<file path="config.mk">
export PLATFORM = sky130hd
export DESIGN_NAME = mtd_tieoff_defaults
export DESIGN_NICKNAME = d
export VERILOG_FILES = /design/src/rtl/mtd_pkg.sv /design/src/rtl/mtd_tieoff_defaults.sv
export SDC_FILE = /design/constraint.sdc
export NUM_CORES = 1
export LEC_CHECK = 0
export ABC_AREA = 1
export BUFFER_PORTS_ARGS = -buffer_cell sky130_fd_sc_hd__buf_4
export CORE_MARGIN = 4
export CORE_UTILIZATION = 47
export CTS_CLUSTER_SIZE = 10
export DETAILED_ROUTE_END_ITERATION = 6
export PLACE_DENSITY_LB_ADDON = 0.1
export SLEW_MARGIN = 20
export SYNTH_ARGS = -nofsm -noshare
export SYNTH_HDL_FRONTEND = slang
export SYNTH_SLANG_ARGS = --single-unit
</file>
<file path="constraint.sdc">
create_clock -name clk_in -period 2.2 [get_ports clk_in]
set_input_delay 0.22 -clock clk_in [delete_from_list [all_inputs] [get_ports clk_in]]
set_output_delay 0.22 -clock clk_in [all_outputs]
set_load 0.05 [all_outputs]
</file>
<file path="src/rtl/mtd_pkg.sv">
// Package of widths, field layouts and carriers for the tie-off loader
package mtd_pkg;
   // ------------------------------------------------------------------
   // Field widths and encodings
   // ------------------------------------------------------------------
   localparam int         SCHEME_W      = 2;
   localparam int         WIDTH_W       = 2;
   localparam int         LANES         = 4;
   localparam int         NUM_STATIC_CS = 4;
   localparam logic [1:0] WIDTH_8       = 2'h0;
   localparam logic [1:0] WIDTH_16      = 2'h1;
   localparam logic [1:0] WIDTH_32      = 2'h2;
   localparam logic [1:0] WIDTH_RSVD    = 2'h3;
   localparam logic [3:0] LANES_IDLE    = 4'hf;
   // Value held when the width field carries the reserved code
   localparam logic [1:0] WIDTH_FALLBACK = 2'h0;

   // ------------------------------------------------------------------
   // Carriers
   // ------------------------------------------------------------------
   typedef struct packed {
      logic [1:0] ddr_capture_scheme_field;
      logic       ddr_capture_polarity_field;
      logic [1:0] sdr_capture_scheme_field;
      logic       sdr_capture_polarity_field;
   } mtd_dyn_read_s;

   typedef struct packed {
      logic       chip_select_polarity_field;
      logic [1:0] memory_width_field;
      logic       byte_lane_polarity_field;
   } mtd_static_cfg_s;

   typedef enum logic [2:0] {
      MTD_LOAD = 3'h1,
      MTD_RUN  = 3'h2,
      MTD_HOLD = 3'h4
   } mtd_state_e;
endpackage

</file>
<file path="src/rtl/mtd_tieoff_defaults.sv">
// Tie-off default loader with software override and lane strobe logic
`timescale 1ns/1ps
`default_nettype none
// Function
// - Load DDR capture scheme from tie
// - Load SDR capture scheme from tie
// - Load SDR capture polarity from tie
// - Load chip select polarities zero-three
// - Load static select one width encoding
// - Polarity zero: reads idle, writes active
// - Polarity one: reads and writes active
// - Software write overrides each default
module mtd_tieoff_defaults
   import mtd_pkg::*;
(
   input  wire logic                    clk_in,
   input  wire logic                    reset_n_in,
   input  wire logic                    power_on_reset_n_in,
   input  wire logic [1:0]              ddr_capture_scheme_tie_in,
   input  wire logic                    ddr_capture_polarity_tie_in,
   input  wire logic [1:0]              sdr_capture_scheme_tie_in,
   input  wire logic                    sdr_capture_polarity_tie_in,
   input  wire logic                    static_cs0_polarity_tie_in,
   input  wire logic                    static_cs1_polarity_tie_in,
   input  wire logic                    static_cs2_polarity_tie_in,
   input  wire logic                    static_cs3_polarity_tie_in,
   input  wire logic [1:0]              static_cs1_width_tie_in,
   input  wire logic                    static_cs1_lane_polarity_tie_in,
   input  wire logic                    dyn_read_wr_in,
   input  wire mtd_dyn_read_s           dyn_read_wdata_in,
   input  wire logic [3:0]              static_cfg_wr_in,
   input  wire mtd_static_cfg_s         static_cfg_wdata_in,
   input  wire logic                    cs1_access_in,
   input  wire logic                    cs1_write_in,
   input  wire logic [3:0]              cs1_lanes_in,
   output logic                         loading_out,
   output mtd_dyn_read_s                dyn_read_cfg_out,
   output mtd_static_cfg_s [3:0]        static_cfg_out,
   output logic [3:0]                   byte_lane_strobe_n_out
);
   // ------------------------------------------------------------------
   // Tie gathering
   // ------------------------------------------------------------------
   mtd_dyn_read_s                 dyn_tie;
   logic [NUM_STATIC_CS-1:0]      pol_tie;
   mtd_static_cfg_s [3:0]         static_tie;

   // Reserved DDR ties are passed through; the outside holds them low
   assign dyn_tie.ddr_capture_scheme_field   = ddr_capture_scheme_tie_in;
   assign dyn_tie.ddr_capture_polarity_field = ddr_capture_polarity_tie_in;
   assign dyn_tie.sdr_capture_scheme_field   = sdr_capture_scheme_tie_in;
   assign dyn_tie.sdr_capture_polarity_field = sdr_capture_polarity_tie_in;
   assign pol_tie = {static_cs3_polarity_tie_in, static_cs2_polarity_tie_in,
                     static_cs1_polarity_tie_in, static_cs0_polarity_tie_in};

   // Only select 1 has width and lane ties; others default to 8-bit
   genvar g;
   generate
      for (g = 0; g < NUM_STATIC_CS; g++) begin : g_tie
         if (g == 1) begin : g_cs1
            assign static_tie[g] = '{pol_tie[g],
                                     static_cs1_width_tie_in,
                                     static_cs1_lane_polarity_tie_in};
         end else begin : g_other
            assign static_tie[g] = '{pol_tie[g], WIDTH_8, 1'b0};
         end
      end
   endgenerate

   // Reserved width code is never stored
   function automatic logic [1:0] legal_width(input logic [1:0] w);
      legal_width = (w == WIDTH_RSVD) ? WIDTH_FALLBACK : w;
   endfunction

   // ------------------------------------------------------------------
   // Configuration registers
   // ------------------------------------------------------------------
   mtd_state_e              state_q, state_d;
   mtd_dyn_read_s           dyn_q, dyn_d;
   mtd_static_cfg_s [3:0]   st_q, st_d;

   // Power-on reset reloads ties; bus reset keeps written values
   always_comb begin
      state_d = state_q;
      dyn_d   = dyn_q;
      st_d    = st_q;
      case (state_q)
         MTD_LOAD: begin
            if (power_on_reset_n_in) begin
               state_d = MTD_RUN;
            end
         end
         MTD_RUN: begin
            if (!reset_n_in) begin
               state_d = MTD_HOLD;
            end
         end
         MTD_HOLD: begin
            if (reset_n_in) begin
               state_d = MTD_RUN;
            end
         end
         default: begin
            state_d = MTD_LOAD;
         end
      endcase
      if (!power_on_reset_n_in) begin
         state_d = MTD_LOAD;
         dyn_d   = dyn_tie;
         for (int i = 0; i < NUM_STATIC_CS; i++) begin
            st_d[i] = static_tie[i];
            st_d[i].memory_width_field =
               legal_width(static_tie[i].memory_width_field);
         end
      end else if (state_q == MTD_RUN && reset_n_in) begin
         // Writes only while running; ties are not resampled
         // A write that meets the bus reset edge is refused
         if (dyn_read_wr_in) begin
            dyn_d = dyn_read_wdata_in;
         end
         for (int i = 0; i < NUM_STATIC_CS; i++) begin
            if (static_cfg_wr_in[i]) begin
               st_d[i] = static_cfg_wdata_in;
               st_d[i].memory_width_field =
                  legal_width(static_cfg_wdata_in.memory_width_field);
            end
         end
      end
   end

   // Registers carry no reset term: the bus reset must not clear them
   always_ff @(posedge clk_in) begin
      state_q <= state_d;
      dyn_q   <= dyn_d;
      st_q    <= st_d;
   end

   // ------------------------------------------------------------------
   // Byte lane strobes for static select 1
   // ------------------------------------------------------------------
   logic [3:0] lanes_d, lanes_q;

   // Idle high; reads follow lane polarity, writes always active
   always_comb begin
      lanes_d = LANES_IDLE;
      if (reset_n_in && power_on_reset_n_in && cs1_access_in) begin
         if (cs1_write_in || st_q[1].byte_lane_polarity_field) begin
            lanes_d = ~cs1_lanes_in;
         end
      end
   end

   always_ff @(posedge clk_in) begin
      if (!reset_n_in) begin
         lanes_q <= LANES_IDLE;
      end else begin
         lanes_q <= lanes_d;
      end
   end

   assign loading_out            = (state_q != MTD_RUN);
   assign dyn_read_cfg_out       = dyn_q;
   assign static_cfg_out         = st_q;
   assign byte_lane_strobe_n_out = lanes_q;
endmodule
`default_nettype wire

</file>
==> results.cfg <==
[clock_tree]
path_clk_slew_ns = 0.09
cts_setup_buffers = 0
h-tree-depth = 2
numCtsBuffers = 5
ctsResizeCount = 0
clk_path_buf_depth = 2
postCtsHoldBufs = 0
cts-root-buf = clkbuf_4
clock_sinks = 29
cts_tree = built
clk_latency_ns = 0.32

[worst_setup_path]
start_kind = flip-flop
crit_type = reg -> out
reg2regPathDepth = 5
arrival_ns = 1.27
r2r_slack_ns = 0.75
rr_endpoint = dyn_read_cfg_out[3]$_DFFE_PP_
end_kind = primary output
r2r-start = state_q[2]$_SDFFE_PN0P_
critPathMaxFanout = 7
crit_required_ns = 1.98
cp-startpoint = state_q[2]$_SDFFE_PN0P_

[grt]
track_usage_pct = 18.1
grt_pass1_wl_microns = 4700
grt_max_degree = 26
overflow = 0
antenna_found_initial = 0
grt_pass1_vias = 1105

[run]
drv_cap = 0

[synth]
ys_warn_count = 0
synth_seq_cells = 29
avgSynthCellArea_sq_um = 7.85
synthCells = 157
synth_area_sq_mm = 0.00123
ys_types = 15
synth_seq_area_share_pct = 57.7
syn_nets = 194

[detailed_routing]
drtIter0Drc = 54
via_per_inst = 4.78
firstDrtPassIters = 4
wl_per_cell_microns = 12.2
vias = 1215
ant_nets = 0
routed_wl_microns = 3090
drc = 0

[finish]
nets = 260
fillerInstances = 195
diodes = 0
multiInputGateArea_sq_um = 428
area_delta_synth_final_pct = 44.0
final_util_pct = 71.0
final_common_cell = nand2_1
seq_area_sq_um = 711
final_cell_mix = nand2_1 (65), buf_4 (63), nor2_1 (22), inv_1 (19), dfxtp_1 (16)
drive_gt1_share_pct = 31.7

[timing]
fin_hold_ws_ns = 0.0496
tns_ns = 0
skew_ns = 0.00386
min_period_over_period_pct = 67.9
hold_viol = 0
period_minus_slack_ns = 1.49
fmax_ghz = 0.669
slew_violations = 0
rsz0062_at_grt = no
worst_pin_slew_ns = 0.374
finalSetupViolations = 0
relSlewSlack_pct = 75.1
worst_slack_ns = 0.705

[min_path]
holdPathEnd = byte_lane_strobe_n_out[2]$_SDFF_PN1_
holdPathStages = 2
min_from = cs1_lanes_in[2]
min_path_type = in -> reg

[die]
dieWidth_microns = 59.2
die_h_microns = 59.2
coreArea_sq_mm = 0.00250
io_pins = 64
start_util_pct = 49.3
rows = 18
dieArea_sq_mm = 0.00351

[power_and_ir_drop]
p_per_area_mw_per_mm2 = 671
ir_worst_vdd_uv = 429
leakagePower_nw = 0.957

[placement]
post-place-ws_ns = 0.771
io_buffers = 63
post-dp-hpwl_microns = 2360
place_congestion = 0.885

[outcome]
status = finished clean
worst max path at each step:
stage | slack, ns | end
CTS | 0.70 | loading_out
finish | 0.71 | loading_out
global route | 0.59 | dyn_read_cfg_out[3]$_DFFE_PP_
detailed placement | 0.77 | dyn_read_cfg_out[1]$_DFFE_PP_
floorplan | 0.58 | dyn_read_cfg_out[0]$_DFFE_PP_
global placement | 0.84 | dyn_read_cfg_out[1]$_DFFE_PP_
worst max-delay path, stage by stage, from the launching register on:
cell and delay, ns:
dfxtp_1 0.35, nor2_2 0.18, nand2_1 0.18, buf_4 0.24
cells in the mapped netlist, drive strengths merged:
| master | n | area (sq um) |
|---|---|---|
| nand2 | 65 | 244 |
| nor2 | 23 | 88.8 |
| inv | 20 | 75.1 |
| dfxtp | 16 | 320 |
| edfxtp | 13 | 390 |
| nand4 | 6 | 37.5 |
| nand3 | 4 | 20.0 |
| buf | 3 | 15.0 |
| o21ai | 2 | 10.0 |
| o31ai | 2 | 15.0 |
| a21oi | 1 | 5.00 |
| clkbuf | 1 | 3.75 |
| nand3b | 1 | 7.51 |
flip-flops by register name (all words and copies together) (netlist names):
signal                  count
static_cfg_out             16
state_q                     3
byte_lane_strobe_n_out      4
dyn_read_cfg_out            6
metrics by stage:
step | std cells | area (sq um) | power [mW]
finish | 254 | 1770 | 1.19
global route | 254 | 1770 | 1.25
CTS | 254 | 1770 | 1.20
detailed placement | 246 | 1720 | 0.904
global placement | 246 | 1720 | 0.897
floorplan | 157 | 1230 | 0.795
kinds of logic after synthesis:
group / share of synthesized area, %
AOI/OAI and AO/OA: 2.44
buffers and inverters: 7.61
DFF: 57.7
and+or+nand+nor: 32.3
cell type report:
cell class	instances	share of cell area, %
inverters	20	4.23
flip-flops and latches	29	40.1
clock inverters	3	0.705
multi-input cells	104	24.1
clock buffers	5	2.12
repair buffers	63	26.7
well taps	30	2.12
power by group:
part,internal [mW],switching (mW),total [mW]
logic,0.0983,0.176,0.274
registers,0.599,0.0190,0.618
clock network,0.115,0.183,0.298
total,0.812,0.378,1.19
layer usage:
layer	share of wire (%)	up-vias	GRT usage, %
met3	11	10	6.54
met1	41	523	21.9
li1	-	619	-
met4	1.7	0	7.77
met5	0	-	0
met2	47	63	29.0
(Power assumes the default switching activity.)
